## config.mk

```make
export PLATFORM = sky130hd
export DESIGN_NAME = msd_delivery
export DESIGN_NICKNAME = d
export VERILOG_FILES = /design/src/msd_pkg.sv /design/src/msd_msg_if.sv /design/src/msd_delivery.sv /design/src/msd_msg_fmt.sv
export VERILOG_INCLUDE_DIRS = /design/src
export SDC_FILE = /design/constraint.sdc
export NUM_CORES = 1
export LEC_CHECK = 0
export BUFFER_PORTS_ARGS = -buffer_cell sky130_fd_sc_hd__buf_2
export CAP_MARGIN = 15
export CELL_PAD_IN_SITES_DETAIL_PLACEMENT = 0
export CELL_PAD_IN_SITES_GLOBAL_PLACEMENT = 1
export CORE_AREA = 4 4 169 171
export CTS_BUF_LIST = sky130_fd_sc_hd__clkbuf_8
export DETAILED_ROUTE_END_ITERATION = 8
export DIE_AREA = 0 0 173 175
export GPL_TIMING_DRIVEN = 1
export PLACE_DENSITY_LB_ADDON = 0.1
export SYNTH_ARGS = -nofsm -noshare
export SYNTH_HDL_FRONTEND = slang
export SYNTH_SLANG_ARGS = --single-unit
export TNS_END_PERCENT = 20
```

## constraint.sdc

```tcl
create_clock -name mclk_i -period 8.78 [get_ports mclk_i]
set_clock_uncertainty 0.15 [all_clocks]
set_input_delay 0.439 -clock mclk_i [delete_from_list [all_inputs] [get_ports mclk_i]]
set_output_delay 0.439 -clock mclk_i [all_outputs]
set_load 0.05 [all_outputs]
```

## src/msd_consts.svh

```systemverilog
// constants for the interrupt, nmi and smi delivery block
`ifndef MSD_CONSTS_SVH
`define MSD_CONSTS_SVH
// i/o ports of the legacy nmi logic
`define MSD_PORT_NMI_SC 16'h0061
`define MSD_PORT_NMI_IDX 16'h0070
`define MSD_PORT_IDX_RB 16'h0074
// offsets inside the event block
`define MSD_EVT_SMI_EN 16'h0010
`define MSD_EVT_SMI_STS 16'h0014
`define MSD_EVT_BASE_RST 16'h1100
// bit positions
`define MSD_SLP_BIT 2
`define MSD_EOS_BIT 31
`define MSD_NMI_MASK_BIT 7
`define MSD_SYSTEM_ERROR_SIGNAL_EN_BIT 2
`define MSD_SYSTEM_ERROR_SIGNAL_STS_BIT 7
// reset values
`define MSD_NMI_IDX_RST 8'h80
`define MSD_RTE_RST 64'h0000_0000_0001_0000
// redirection entry fields
`define MSD_RTE_VEC 7:0
`define MSD_RTE_DLM 10:8
`define MSD_RTE_DSTM 11
`define MSD_RTE_TRIG 15
`define MSD_RTE_MASK 16
`define MSD_RTE_RH 48
`define MSD_RTE_DEST 63:56
// byte lanes of the legacy ports
`define MSD_PORT_BYTE 7:0
`define MSD_RTC_IDX 6:0
// message format constants
`define MSD_MSG_ADDR_TOP 12'hfee
`define MSD_MSG_ASSERT 1'b1
`define MSD_MAX_IRQ 32
`endif

```

## src/msd_pkg.sv

```systemverilog
// types and helpers shared by the delivery block
package msd_pkg;
   // message engine states
   typedef enum logic [1:0] {
      MSD_IDLE,
      MSD_FLUSH,
      MSD_SEND
   } msd_state_e;

   typedef logic [63:0] msd_rte_t;

   // lowest set bit of a request vector, index in low bits, found flag on top
   function automatic logic [5:0] msd_lowest(input logic [31:0] v);
      logic [5:0] r;
      r = 6'h00;
      for (int i = 31; i >= 0; i--) begin
         if (v[i]) begin
            r = {1'b1, 5'(i)};
         end
      end
      return r;
   endfunction
endpackage

```

## src/msd_msg_if.sv

```systemverilog
// carrier between the message engine and the message formatter
`timescale 1ns/10ps
interface msd_msg_if;
   logic [63:0] rte;
   logic [31:0] addr;
   logic [31:0] data;
   modport fmt (input rte, output addr, output data);
   modport user (output rte, input addr, input data);
endinterface

```

## src/msd_delivery.sv

```systemverilog
// interrupt, nmi and smi delivery logic of the system controller
//
// Overview of operation
// - pins in wire mode, messages once router enabled
// - interrupt event sets its pending request bit
// - flush upstream writes before each message
// - each interrupt is one 32-bit write
// - address: fee, destination, zero reserved bits
// - address bit3 hint, bit2 destination mode
// - data bit15 trigger mode, top half zero
// - data bit14 assert status, 13:11 zero
// - data delivery mode from entry, low vector
// - system error gives nmi only if enabled
// - index port bit7 set blocks every nmi
// - mask register write only, resets masked
// - port 74h reads index, bit7 zero
// - index bits never affect nmi masking
// - sleep write raises smi when trap enabled
// - sleep write sets sleep trap status
// - end-of-smi write releases smi and rearms
// - pending enabled status retriggers after end-of-smi
// - status sets unenabled, software clears it
`timescale 1ns/10ps
`include "msd_consts.svh"
module msd_delivery
   import msd_pkg::*;
#(
   parameter int NIRQ = 8,
   parameter int IDXW = 3,
   parameter logic [15:0] EVT_BASE = `MSD_EVT_BASE_RST
) (
   input wire logic mclk_i,
   input wire logic nrst_i,
   input wire logic ce_i,
   input wire logic [15:0] io_addr_i,
   input wire logic io_wr_i,
   input wire logic io_rd_i,
   input wire logic [31:0] io_wdata_i,
   output logic [31:0] io_rdata_o,
   input wire logic rte_wr_i,
   input wire logic [IDXW-1:0] rte_idx_i,
   input wire logic [63:0] rte_wdata_i,
   input wire logic [NIRQ-1:0] irq_i,
   input wire logic router_en_i,
   input wire logic maskable_irq_pin_ack_i,
   output logic flush_req_o,
   input wire logic flush_done_i,
   output logic msg_wr_o,
   output logic [31:0] msg_addr_o,
   output logic [31:0] msg_data_o,
   input wire logic msg_ack_i,
   output logic maskable_irq_pin_o,
   output logic nmi_o,
   input wire logic system_error_i,
   input wire logic legacy_nmi_i,
   input wire logic sleep_entry_wr_i,
   output logic smi_n_o
);

   ////////////////////////////////////////////////////////////////////////////
   // state

   // one packed struct, so ce_i freezes every bit through a single enable
   typedef struct packed {
      logic [NIRQ-1:0][63:0] rte;
      logic [NIRQ-1:0] irq_prev;
      logic [NIRQ-1:0] pend;
      msd_state_e st;
      logic [IDXW-1:0] cur;
      logic flush_req;
      logic msg_wr;
      logic [31:0] maddr;
      logic [31:0] mdata;
      logic maskable_irq_pin_pin;
      logic nmi;
      logic [7:0] nmi_idx;
      logic system_error_signal_en;
      logic system_error_signal_sts;
      logic sleep_entry_control;
      logic slp_sts;
      logic armed;
      logic smi_n;
      logic [31:0] rdata;
   } msd_state_s;

   msd_state_s q;
   msd_state_s d;
   logic [1:0] rst_sync_q;
   logic rst_n;
   logic [NIRQ-1:0] edge_set;
   logic [NIRQ-1:0] deliverable;
   logic [5:0] pick_msg;
   logic [5:0] pick_ack;
   logic [31:0] pad_msg;
   logic [31:0] pad_ack;
   logic wr_nmi_sc;
   logic wr_nmi_idx;
   logic wr_smi_en;
   logic wr_smi_sts;
   logic smi_cause;

   msd_msg_if msg ();

   ////////////////////////////////////////////////////////////////////////////
   // reset release, two stages so release is clean against mclk_i
   // ce_i does not gate this pair, so reset always leaves on time

   always_ff @(posedge mclk_i or negedge nrst_i) begin
      if (!nrst_i) begin
         rst_sync_q <= 2'b00;
      end else begin
         rst_sync_q <= {rst_sync_q[0], 1'b1};
      end
   end
   assign rst_n = rst_sync_q[1];

   ////////////////////////////////////////////////////////////////////////////
   // message formatter fed with the entry being delivered
   // the formatter is pure wiring; its word is only captured when the flush ends

   assign msg.rte = q.rte[q.cur];

   msd_msg_fmt u_fmt (
      .m (msg.fmt)
   );

   ////////////////////////////////////////////////////////////////////////////
   // decode and selection helpers

   // rising edges only, so a held level request is counted once
   // irq_prev resets low, so an input already high at release is one event
   assign edge_set = irq_i & ~q.irq_prev;

   // masked entries stay pending but are never sent as messages
   // the mask is not applied in wire mode: every pending bit drives the pin
   always_comb begin
      deliverable = '0;
      for (int i = 0; i < NIRQ; i++) begin
         deliverable[i] = q.pend[i] & ~q.rte[i][`MSD_RTE_MASK];
      end
   end

   // fixed priority: the lowest index wins, a busy low input can starve the rest
   assign pad_msg = 32'(deliverable);
   assign pad_ack = 32'(q.pend);
   assign pick_msg = msd_lowest(pad_msg);
   assign pick_ack = msd_lowest(pad_ack);

   // event block decode, shared by the write and the read paths
   function automatic logic evt_hit(input logic [15:0] a, input logic [15:0] off);
      return a == 16'(EVT_BASE + off);
   endfunction

   assign wr_nmi_sc = io_wr_i && (io_addr_i == `MSD_PORT_NMI_SC);
   assign wr_nmi_idx = io_wr_i && (io_addr_i == `MSD_PORT_NMI_IDX);
   assign wr_smi_en = io_wr_i && evt_hit(io_addr_i, `MSD_EVT_SMI_EN);
   assign wr_smi_sts = io_wr_i && evt_hit(io_addr_i, `MSD_EVT_SMI_STS);

   // enabled sleep trap status is the smi cause
   // only the sleep trap is wired as a cause; other sources would be ored in here
   assign smi_cause = q.slp_sts & q.sleep_entry_control;

   ////////////////////////////////////////////////////////////////////////////
   // next state

   always_comb begin
      d = q;
      d.irq_prev = irq_i;

      // redirection table load from the router configuration side
      // a load during a send leaves the captured message word untouched
      if (rte_wr_i) begin
         d.rte[rte_idx_i] = rte_wdata_i;
      end

      // pending bits: clears first, then new edges, so a set always wins
      // maskable_irq_pin_ack_i only counts in wire mode; messages clear on their own ack
      if (!router_en_i && maskable_irq_pin_ack_i && pick_ack[5]) begin
         d.pend[IDXW'(pick_ack[4:0])] = 1'b0;
      end
      if (q.st == MSD_SEND && msg_ack_i) begin
         d.pend[q.cur] = 1'b0;
      end
      d.pend = d.pend | edge_set;

      // wire mode drives the pin from any pending request
      // the pin follows the next pending vector, so it drops with the last bit
      d.maskable_irq_pin_pin = !router_en_i && (|d.pend);

      // message engine: flush, then one 32-bit write per interrupt
      // address and data are captured as the flush ends and held until the ack
      case (q.st)
         MSD_IDLE: begin
            if (router_en_i && pick_msg[5]) begin
               d.cur = IDXW'(pick_msg[4:0]);
               d.flush_req = 1'b1;
               d.st = MSD_FLUSH;
            end
         end
         MSD_FLUSH: begin
            // message may not overtake posted writes still upstream
            if (flush_done_i) begin
               d.flush_req = 1'b0;
               d.msg_wr = 1'b1;
               d.maddr = msg.addr;
               d.mdata = msg.data;
               d.st = MSD_SEND;
            end
         end
         MSD_SEND: begin
            if (msg_ack_i) begin
               d.msg_wr = 1'b0;
               d.st = MSD_IDLE;
            end
         end
         default: begin
            // unused encoding: drop both requests and go idle
            d.flush_req = 1'b0;
            d.msg_wr = 1'b0;
            d.st = MSD_IDLE;
         end
      endcase

      // nmi status and control port
      // an error in the same cycle as its clear wins, so no event is lost
      if (wr_nmi_sc) begin
         d.system_error_signal_en = io_wdata_i[`MSD_SYSTEM_ERROR_SIGNAL_EN_BIT];
         if (io_wdata_i[`MSD_SYSTEM_ERROR_SIGNAL_STS_BIT]) begin
            d.system_error_signal_sts = 1'b0;
         end
      end
      if (system_error_i) begin
         d.system_error_signal_sts = 1'b1;
      end

      // shared mask and rtc index port, write only
      if (wr_nmi_idx) begin
         d.nmi_idx = io_wdata_i[`MSD_PORT_BYTE];
      end

      // only the mask bit gates nmi, index bits are ignored here
      // built from registered state, so a mask write reaches the pin a cycle later
      d.nmi = !q.nmi_idx[`MSD_NMI_MASK_BIT] &&
              ((q.system_error_signal_sts && q.system_error_signal_en) || legacy_nmi_i);

      // smi trap enable
      if (wr_smi_en) begin
         d.sleep_entry_control = io_wdata_i[`MSD_SLP_BIT];
      end

      // sleep status: write one clears, a new sleep write wins
      if (wr_smi_sts && io_wdata_i[`MSD_SLP_BIT]) begin
         d.slp_sts = 1'b0;
      end
      if (sleep_entry_wr_i) begin
         d.slp_sts = 1'b1;
      end

      // smi assertion consumes the arm until end-of-smi
      // the pin is low exactly while the arm is spent
      if (q.armed && smi_cause) begin
         d.smi_n = 1'b0;
         d.armed = 1'b0;
      end
      // end-of-smi releases the pin and rearms; a still pending cause
      // fires again one cycle later, so the bit reads back cleared
      if (wr_smi_sts && io_wdata_i[`MSD_EOS_BIT]) begin
         d.smi_n = 1'b1;
         d.armed = 1'b1;
      end

      // read data, one cycle after the strobe; unmapped reads give zero
      // the write-only port 70h reads as zero like any unmapped port
      d.rdata = 32'h0000_0000;
      if (io_rd_i) begin
         case (io_addr_i)
            `MSD_PORT_NMI_SC: begin
               d.rdata[`MSD_SYSTEM_ERROR_SIGNAL_STS_BIT] = q.system_error_signal_sts;
               d.rdata[`MSD_SYSTEM_ERROR_SIGNAL_EN_BIT] = q.system_error_signal_en;
            end
            `MSD_PORT_IDX_RB: begin
               d.rdata[`MSD_RTC_IDX] = q.nmi_idx[`MSD_RTC_IDX];
            end
            default: begin
               if (evt_hit(io_addr_i, `MSD_EVT_SMI_EN)) begin
                  d.rdata[`MSD_SLP_BIT] = q.sleep_entry_control;
               end
               if (evt_hit(io_addr_i, `MSD_EVT_SMI_STS)) begin
                  d.rdata[`MSD_SLP_BIT] = q.slp_sts;
                  d.rdata[`MSD_EOS_BIT] = q.armed;
               end
            end
         endcase
      end
   end

   ////////////////////////////////////////////////////////////////////////////
   // state register, frozen while ce_i is low
   // held by enable rather than a gated clock, so timing stays simple

   always_ff @(posedge mclk_i or negedge rst_n) begin
      if (!rst_n) begin
         for (int i = 0; i < NIRQ; i++) begin
            q.rte[i] <= `MSD_RTE_RST;
         end
         q.irq_prev <= '0;
         q.pend <= '0;
         q.st <= MSD_IDLE;
         q.cur <= '0;
         q.flush_req <= 1'b0;
         q.msg_wr <= 1'b0;
         q.maddr <= 32'h0000_0000;
         q.mdata <= 32'h0000_0000;
         q.maskable_irq_pin_pin <= 1'b0;
         q.nmi <= 1'b0;
         q.nmi_idx <= `MSD_NMI_IDX_RST;
         q.system_error_signal_en <= 1'b0;
         q.system_error_signal_sts <= 1'b0;
         q.sleep_entry_control <= 1'b0;
         q.slp_sts <= 1'b0;
         q.armed <= 1'b1;
         q.smi_n <= 1'b1;
         q.rdata <= 32'h0000_0000;
      end else if (ce_i) begin
         q <= d;
      end
   end

   ////////////////////////////////////////////////////////////////////////////
   // outputs, all straight from the state register
   // no decode sits between a flop and a pin, so the core sees no glitches

   assign io_rdata_o = q.rdata;
   assign flush_req_o = q.flush_req;
   assign msg_wr_o = q.msg_wr;
   assign msg_addr_o = q.maddr;
   assign msg_data_o = q.mdata;
   assign maskable_irq_pin_o = q.maskable_irq_pin_pin;
   assign nmi_o = q.nmi;
   assign smi_n_o = q.smi_n;

endmodule // msd_delivery

```

## src/msd_msg_fmt.sv

```systemverilog
// builds message address and data from a redirection entry
`timescale 1ns/10ps
`include "msd_consts.svh"
module msd_msg_fmt
   import msd_pkg::*;
(
   msd_msg_if.fmt m
);
   // address: fixed top, destination, zero gap, hint, dest mode, zero
   assign m.addr = {`MSD_MSG_ADDR_TOP, m.rte[`MSD_RTE_DEST], 8'h00,
                    m.rte[`MSD_RTE_RH], m.rte[`MSD_RTE_DSTM], 2'b00};
   // data: zero top, trigger, assert status, zero, delivery mode, vector
   assign m.data = {16'h0000, m.rte[`MSD_RTE_TRIG],
                    `MSD_MSG_ASSERT, 3'b000,
                    m.rte[`MSD_RTE_DLM], m.rte[`MSD_RTE_VEC]};
endmodule // msd_msg_fmt

```

==> results.yml, run 1 <==
run_status:
  status: "finished clean"
worst_setup_path:
  critical_path_required_ns: 9.03
  critPathKind: "flip-flop to flip-flop"
  r2r_end: "maskable_irq_pin_o$_DFFE_PN0P_"
  reg2reg_from: "q[114]$_DFFE_PN0P_"
  crit_arrival_ns: 3.35
  crit_fanout: 29
  reg2reg_depth: 6
  reg2reg_slack_ns: 5.69
  startpoint_type: "flip-flop"
  critical_path.endpoint_type: "flip-flop"
hold_path:
  hold_end: "io_rdata_o[2]$_DFFE_PN0P_"
  holdCritPathClass: "input pin to flip-flop"
  hold_path_startpoint: "io_rd_i"
  hold_depth: 3
finish:
  synthToLayoutAreaGrowth_pct: 12.0
  drive_above_1_share: 0.400
  final_nets: 1238
  final_common_cell: "dfrtp_1"
  final_cell_mix: "dfrtp_1, mux2_2, buf_2, nand2_1"
  final_area_sq_mm: 0.0137
  post-route-util: 0.510
  n_antenna_cell: 0
  stdcell_count: 1478
power:
  leakage_nw: 6.23
  irDropWorstVdd_mv: 0.125
  powerDensity_mw_per_mm2: 291
cts:
  cts_max_path_buffers: 3
  numCtsBuffers: 46
  cts_hold_buffers: 21
  clock_sinks: 256
  clk_latency_ns: 0.55
  cts_root_buf: "clkbuf_8"
  cts_resized: 0
  post-cts-setup-buffers: 0
  htree_levels: 2
  path_clk_slew_ns: 0.06
  cts_tree: "done"
yosys:
  synth_top_cell_area_share: 0.503
  syn_avg_cell_area_sq_um: 12.2
  synth_adder_area_share: 0
  ys_seq_elements: 256
  synth-warning-count: 0
  synth_edf_count: 0
  synth_area_leaders: "dfrtp_1, mux2_2, buf_4"
  synth_xor_area_frac: 0
  synthCells: 1000
  synth.distinct_cells: 58
  synth-main-ff-cell: "dfrtp_1"
  synth_top_family_by_area: "multiplexers"
  netlist_area_sq_mm: 0.0122
  yosysTopAreaCell: "dfrtp_1"
  async_reset_ff_frac: 1.00
  yosys.area_share.simple: 0.0718
  ys_seq_area_frac: 0.524
  synth_compound_area_frac: 0.0897
  synthMuxAreaShare: 0.231
route:
  avgRoutedWirePerCell_um: 19.5
  route.detailed.drc: 0
  drt-pass1-iter-count: 6
  drtAntennaViolNets: 0
  vias_per_cell: 5.30
  num_vias: 7836
  drt_wl_total_mm: 28.8
  drt_iter0_markers: 428
floorplan:
  dieArea_sq_mm: 0.0303
  num_rows: 60
  dieHeight_um: 175
  initial_core_util: 0.456
  ios: 237
  die_width_um: 173
  core_sq_mm: 0.0269
timing:
  rsz0062_at_grt: "no"
  fmax_ghz: 0.323
  slew_violations: 0
  finalSetupViolCount: 0
  hold_viol: 0
  period_share: 0.352
  relSlewSlack: 0.320
  worst_slack_ns: 5.69
  fin_crit_ns: 3.09
  fin_setup_tns_ns: 0
  worstMarginPinSlew_ns: 1.01
job:
  cap_violations: 0
global_route:
  grt_pass1_wl_mm: 45.9
  gr-total-overflow: 0
  grt_max_degree: 141
  grt_pass1_vias: 8078
  grt_use_total: 0.190
  grt_antenna_before_repair: 1
place:
  dp_hpwl_mm: 17.4
  place_ws_ns: 5.53
  io_buffer_count: 118
  place_area_sq_mm: 0.0126
  place_inst: 1374
  gp_congestion: 0.762
worst max-delay path: stages, from the launching register on:
cell     delay, ns
dfrtp_2       0.74
buf_4         0.44
nor2b_2       0.90
a22oi_1       0.15
a21oi_1       0.25
and2_1        0.17
a41oi_1       0.12
routing by layer:
layer / share of wire / GRT usage
met5: 0.00028 / 0
met4: 0.017 / 0.0462
met3: 0.038 / 0.0361
met2: 0.49 / 0.321
met1: 0.45 / 0.254
kinds of logic after synthesis:
logic type / Yosys count
AO/OA/AOI/OAI: 158
AND/OR/NAND/NOR: 172
flip-flops: 256
other: 2
buffers and inverters: 160
multiplexers: 252
worst max path at each step:
| stage | start | to | slack (ns) | cells after the start |
|---|---|---|---|---|
| after floorplan | rst_sync_q[1]$_DFF_PN0_ | flush_req_o$_DFFE_PN0P_ | 0.98 | 0 |
| after global placement | ce_i | msg_data_o[15]$_DFFE_PN0P_ | 5.52 | 6 |
| after detailed placement | ce_i | msg_data_o[15]$_DFFE_PN0P_ | 5.53 | 6 |
| after CTS | q[114]$_DFFE_PN0P_ | maskable_irq_pin_o$_DFFE_PN0P_ | 5.66 | 6 |
| after global routing | q[114]$_DFFE_PN0P_ | maskable_irq_pin_o$_DFFE_PN0P_ | 5.50 | 6 |
| final | q[114]$_DFFE_PN0P_ | maskable_irq_pin_o$_DFFE_PN0P_ | 5.69 | 6 |
final cells by class:
cell class,count,area (sq um)
inverters,8,30.0
flip-flops and latches,256,6430
repair buffers,153,918
multi-input cells,637,5040
fillers,2433,13200
clock buffers,55,757
well taps,341,427
clock inverters,28,116
Yosys cell counts (all sizes together), types with 17 or more instances:
cell type / n
a221oi: 17
nor2b: 18
mux2i: 24
mux2: 226
clkbuf: 21
nor2: 37
o21ai: 43
a22o: 18
dfrtp: 246
buf: 131
nand2: 61
a21oi: 25
through the flow:
step / power, mW / hold WS, ns
finish: 3.99 / 0.0456
CTS: 4.05 / 0.0100
detailed placement: 2.98 / 0.0765
floorplan: 2.72 / -0.00659
global route: 4.25 / 0.0296
global placement: 2.96 / 0.0754
report_power, final:
part           switching (mW)  leakage [nW]  internal (mW)  total, mW
logic                   0.783          2.57          0.512       1.30
registers               0.190          3.12           1.46       1.65
clock network           0.478         0.542          0.566       1.04
state kept, by name, summed over array words and instances (netlist names):
register and count:
q 210, io_rdata_o 9, msg_wr_o 1, msg_data_o 13
rst_sync_q 2, flush_req_o 1, nmi_o 1, msg_addr_o 10
pad_ack 8, maskable_irq_pin_o 1
(Power assumes the default switching activity.)
==> run 2, diff against run 1 <==
--- a/config.mk
+++ b/config.mk
@@ -10,10 +10,10 @@
 export CAP_MARGIN = 15
 export CELL_PAD_IN_SITES_DETAIL_PLACEMENT = 0
 export CELL_PAD_IN_SITES_GLOBAL_PLACEMENT = 1
-export CORE_AREA = 4 4 169 171
+export CORE_AREA = 4 4 178 180
 export CTS_BUF_LIST = sky130_fd_sc_hd__clkbuf_8
 export DETAILED_ROUTE_END_ITERATION = 8
-export DIE_AREA = 0 0 173 175
+export DIE_AREA = 0 0 182 184
 export GPL_TIMING_DRIVEN = 1
 export PLACE_DENSITY_LB_ADDON = 0.1
 export SYNTH_ARGS = -nofsm -noshare
==> constraint.sdc (replaced) <==
create_clock -name mclk_i -period 2.75 [get_ports mclk_i]
set_clock_uncertainty 0.15 [all_clocks]
set_input_delay 0.1375 -clock mclk_i [delete_from_list [all_inputs] [get_ports mclk_i]]
set_output_delay 0.1375 -clock mclk_i [all_outputs]
set_load 0.05 [all_outputs]
==> run 2 against run 1 <==
  * Flip-flop and latch count did not move
  * Core utilization fell by 2.8 points
  * Wire length increased by 4.8%
  * Via count increased by 3.2%
  * Final area rose by 6.1%
  * Hold slack better by 0.0024 ns
  * Critical endpoint is now io_rdata_o[1]$_DFFE_PN0P_
  * Largest power group unchanged
  * Highest routed layer is now met4
==> results.yml, run 2 (synthesis results as in run 1) <==
timing:
  finalSetupViolCount: 0
  fin_setup_tns_ns: 0
  fin_crit_ns: 2.58
  slew_violations: 0
  period_share: 0.938
  rsz0062_at_grt: "no"
  timing.hold.ws_ns: 0.0480
  worstMarginPinSlew_ns: 1.01
  relSlewSlack: 0.322
  worst_slack_ns: 0.170
  hold_viol: 0
  fmax_ghz: 0.388
power:
  powerDensity_mw_per_mm2: 891
  leakage_nw: 6.57
  irDropWorstVdd_mv: 0.365
worst_setup_path:
  r2r_end: "msg_data_o[5]$_DFFE_PN0P_"
  crit_fanout: 6
  reg2reg_depth: 6
  reg2reg_from: "q[115]$_DFFE_PN0P_"
  critPathKind: "input pin to flip-flop"
  critical_path.endpoint_type: "flip-flop"
  crit_arrival_ns: 2.90
  reg2reg_slack_ns: 0.38
  startpoint_type: "input pin"
  critical_path_required_ns: 3.07
global_route:
  grt_pass1_vias: 8502
  grt_use_total: 0.180
  grt_pass1_wl_mm: 48.1
  gr-total-overflow: 0
  grt_max_degree: 81
  grt_antenna_before_repair: 1
floorplan:
  num_rows: 64
  dieArea_sq_mm: 0.0335
  ios: 237
  initial_core_util: 0.406
  core_sq_mm: 0.0302
  die_width_um: 182
  dieHeight_um: 184
cts:
  cts_resized: 0
  post-cts-setup-buffers: 0
  cts_root_buf: "clkbuf_8"
  cts_max_path_buffers: 3
  htree_levels: 2
  cts_hold_buffers: 72
  clk_latency_ns: 0.54
  path_clk_slew_ns: 0.05
  numCtsBuffers: 47
  cts_tree: "done"
  clock_sinks: 256
route:
  highest_layer: "met4"
  drt-pass1-iter-count: 5
  route.detailed.drc: 0
  drtAntennaViolNets: 0
  drt_wl_total_mm: 30.2
  wl_met3_mm: 1.15
  avgRoutedWirePerCell_um: 18.9
  vias_per_cell: 5.05
  wl_met2_mm: 14.5
  num_vias: 8087
  met1_length_mm: 14.0
  drt_iter0_markers: 361
hold_path:
  hold_path_startpoint: "io_addr_i[4]"
  hold_depth: 4
  hold_end: "io_rdata_o[7]$_DFFE_PN0P_"
  holdCritPathClass: "input pin to flip-flop"
finish:
  final_common_cell: "dfrtp_1"
  largest_reg_flops: 210
  final_nets: 1311
  final_cell_mix: "dfrtp_1, mux2_2, buf_2, dlygate4sd3_1, nand2_1"
  synthToLayoutAreaGrowth_pct: 18.8
  largest-register: "q"
  final_area_sq_mm: 0.0146
  drive_above_1_share: 0.392
place:
  place_ws_ns: 0.360
  place_area_sq_mm: 0.0130
  io_buffer_count: 118
  gp_congestion: 0.728
  dp_hpwl_mm: 18.9
run_status:
  status: "finished clean"
job:
  cap_violations: 0
[run 2: worst max-delay path by stage]
stage                                  from                        endpoint  slack, ns  cells past startpoint
global placement         q[115]$_DFFE_PN0P_       msg_data_o[5]$_DFFE_PN0P_       0.41                      6
floorplan           rst_sync_q[1]$_DFF_PN0_         flush_req_o$_DFFE_PN0P_       0.04                      0
finish                         io_addr_i[7]       io_rdata_o[1]$_DFFE_PN0P_       0.17                      8
CTS                            io_addr_i[7]       io_rdata_o[3]$_DFFE_PN0P_       0.21                      8
detailed placement       q[115]$_DFFE_PN0P_  maskable_irq_pin_o$_DFFE_PN0P_       0.36                      6
global route                   io_addr_i[7]       io_rdata_o[3]$_DFFE_PN0P_       0.09                      8
[run 2: per-stage QoR]
stage / power, mW / std cells / utilization
floorplan: 8.69 / 1053 / -
global placement: 9.67 / 1450 / 0.430
detailed placement: 9.74 / 1450 / 0.430
CTS: 13.2 / 1601 / 0.482
global route: 13.8 / 1602 / 0.482
finish: 13.0 / 1602 / 0.482
[run 2: area by class of cell]
| class | count | area, sq um |
|---|---|---|
| antenna | 1 | 2.50 |
| clock buffer | 55 | 757 |
| clock inverter | 24 | 95.1 |
| fill | 2790 | 15600 |
| inverter | 8 | 30.0 |
| multi-input combinational | 637 | 5030 |
| sequential | 256 | 6430 |
| tap | 396 | 495 |
| timing repair buffer | 225 | 1710 |
[run 2: layer usage]
layer  track usage  vias to the layer above
li1              -                     3817
met1         0.249                     4072
met2         0.300                      158
met3        0.0269                       40
met4        0.0453                        0
met5             0                        -
[run 2: power by group]
part	total, mW	switching [mW]	leakage, nW	internal (mW)
combinational	4.45	2.63	2.93	1.82
clock	3.32	1.52	0.517	1.79
sequential	5.20	0.542	3.12	4.65
total	13.0	4.70	6.57	8.26
[run 2: worst max-delay path, stage by stage]
cell	delay, ns
dlygate4sd3_1	0.54
buf_2	0.13
nor4_2	0.22
dlygate4sd3_1	0.61
nand4_1	0.08
dlygate4sd3_1	0.58
nor2_1	0.40
a22o_1	0.20
==> run 3, diff against run 2 <==
--- a/config.mk
+++ b/config.mk
@@ -10,10 +10,10 @@
 export CAP_MARGIN = 15
 export CELL_PAD_IN_SITES_DETAIL_PLACEMENT = 0
 export CELL_PAD_IN_SITES_GLOBAL_PLACEMENT = 1
-export CORE_AREA = 4 4 178 180
+export CORE_AREA = 4 4 169 171
 export CTS_BUF_LIST = sky130_fd_sc_hd__clkbuf_8
 export DETAILED_ROUTE_END_ITERATION = 8
-export DIE_AREA = 0 0 182 184
+export DIE_AREA = 0 0 173 175
 export GPL_TIMING_DRIVEN = 1
 export PLACE_DENSITY_LB_ADDON = 0.1
 export SYNTH_ARGS = -nofsm -noshare
==> constraint.sdc (replaced) <==
create_clock -name mclk_i -period 2.7 [get_ports mclk_i]
set_clock_uncertainty 0.15 [all_clocks]
set_input_delay 0.135 -clock mclk_i [delete_from_list [all_inputs] [get_ports mclk_i]]
set_output_delay 0.135 -clock mclk_i [all_outputs]
set_load 0.05 [all_outputs]
==> run 3 against run 2 <==
  * Final area shrank 0.99%
  * Power is 1.8% higher
  * Critical path depth did not move
==> results.yml, run 3 (synthesis results as in run 1) <==
global_route:
  grt_antenna_before_repair: 0
  grt_pass1_vias: 8605
  grt_max_degree: 82
  gr-total-overflow: 0
  grt_pass1_wl_mm: 47.7
  grt_use_total: 0.195
route:
  drt_wl_total_mm: 29.6
  drtAntennaViolNets: 0
  avgRoutedWirePerCell_um: 19.2
  vias_per_cell: 5.27
  met1_length_mm: 13.2
  highest_layer: "met4"
  drt_iter0_markers: 468
  wl_met2_mm: 14.5
  num_vias: 8128
  route.detailed.drc: 0
  drt-pass1-iter-count: 5
  wl_met3_mm: 1.15
timing:
  relSlewSlack: 0.272
  worst_slack_ns: 0.237
  finalSetupViolCount: 0
  fin_setup_tns_ns: 0
  worstMarginPinSlew_ns: 1.09
  slew_violations: 0
  fmax_ghz: 0.406
  fin_crit_ns: 2.46
  period_share: 0.912
  hold_viol: 0
  rsz0062_at_grt: "no"
finish:
  largest_reg_flops: 210
  n_antenna_cell: 0
  stdcell_count: 1543
  final_common_cell: "dfrtp_1"
  nFillCells: 2411
  final_nets: 1307
  final_cell_mix: "dfrtp_1, mux2_2, buf_2, dlygate4sd3_1, nand2_1"
  register_area_sq_mm: 0.00643
  synthToLayoutAreaGrowth_pct: 17.6
  drive_above_1_share: 0.391
  largest-register: "q"
  final_area_sq_mm: 0.0144
  multi_input_area_sq_mm: 0.00504
worst_setup_path:
  critPathKind: "input pin to flip-flop"
  slowest_stage: "dlygate4sd3_1"
  cp.depth: 8
  critical_path.endpoint_type: "flip-flop"
  path_common_cell: "dlygate4sd3_1"
  reg2reg_depth: 6
  path_buf_inv: 4
  startpoint_type: "input pin"
  critical_path_required_ns: 3.03
  cp_cell_sequence: "dlygate4sd3_1 -> buf_2 -> nor4_2 -> dlygate4sd3_1 -> nand4_1 -> dlygate4sd3_1 -> nor2_2 -> a22o_1"
  crit_fanout: 6
  reg2reg_from: "q[114]$_DFFE_PN0P_"
  crit_path_start: "io_addr_i[7]"
  crit_path_max_incr_delay_ns: 0.62
  cp_top_family: "buffers and inverters"
  crit_arrival_ns: 2.79
power:
  combPwrFrac: 0.346
  clockPowerShare: 0.258
  seqPwrFrac: 0.396
  netSwitchingPower_mw: 4.76
  p_int_mw: 8.44
  leakage_nw: 6.54
  irDropWorstVdd_mv: 0.455
  powerDensity_mw_per_mm2: 916
  power_mw: 13.2
  p_sw_frac: 0.361
floorplan:
  die_width_um: 173
  initial_core_util: 0.456
  ios: 237
  dieHeight_um: 175
  dieArea_sq_mm: 0.0303
  num_rows: 60
  core_sq_mm: 0.0269
cts:
  cts_root_buf: "clkbuf_8"
  htree_levels: 2
  path_clk_slew_ns: 0.05
  clock_sinks: 256
  cts_tree: "done"
  clk_latency_ns: 0.55
  cts_max_path_buffers: 3
  numCtsBuffers: 46
place:
  place_ws_ns: 0.414
  gp_congestion: 0.762
  place_area_sq_mm: 0.0128
  place_inst: 1391
  io_buffer_count: 118
  dp_hpwl_mm: 18.3
run_status:
  status: "finished clean"
job:
  cap_violations: 0
hold_path:
  holdCritPathClass: "flip-flop to asynchronous set/reset pin"
run 3: final cells by class:
cell class / count / share of cell area
sequential: 256 / 0.446
tap: 341 / 0.0296
clock inverter: 23 / 0.00617
timing repair buffer: 222 / 0.113
multi-input combinational: 637 / 0.350
inverter: 8 / 0.00208
clock buffer: 56 / 0.0535
run 3: routing by layer:
| layer | up-vias | GRT usage |
|---|---|---|
| met3 | 55 | 0.0309 |
| met4 | 0 | 0.0569 |
| met2 | 178 | 0.332 |
| met1 | 4095 | 0.258 |
| met5 | - | 0 |
| li1 | 3800 | - |
run 3: worst register-to-register path: stages (launching register included):
cell      delay (ns)
dfrtp_2         0.45
buf_12          0.21
nor2b_1         0.71
a22oi_1         0.21
a21oi_1         0.20
a221oi_1        0.08
o21ai_0         0.17
run 3: power groups by stage:
stage          clock, mW  sequential, mW  combinational, mW
6_report            3.40            5.23               4.57
5_1_grt             3.71            5.34               4.96
4_1_cts             3.53            5.23               4.63
3_5_place_dp           0            5.29               4.55
3_3_place_gp           0            5.26               4.51
2_1_floorplan          0            5.22               3.63
run 3: metrics by stage:
| stage | util | hold WS, ns |
|---|---|---|
| final | 0.536 | 0.0260 |
| after global routing | 0.536 | 0.0369 |
| after CTS | 0.536 | 0.0306 |
| after detailed placement | 0.477 | -0.225 |
| after global placement | 0.477 | -0.229 |
| after floorplan | - | -0.311 |
run 3: worst paths after layout:
check	to	slack [ns]
worst max-delay path	io_rdata_o[0]$_DFFE_PN0P_	0.24
worst min-delay path	q[193]$_DFFE_PN0P_	0.03
worst max register to register	msg_data_o[1]$_DFFE_PN0P_	0.46
worst min register to register	q[193]$_DFFE_PN0P_	0.03
max in group asynchronous	q[460]$_DFFE_PN0P_	1.66
min in group mclk_i	io_rdata_o[2]$_DFFE_PN0P_	0.09
run 3: repair_timing:
item | in CTS | in global routing
hold buffers | 73 | 0
setup buffers | 0 | 0
gates resized for setup | 0 | 1
setup endpoints to repair | 0 | 1
hold endpoints to repair | 234 | 0
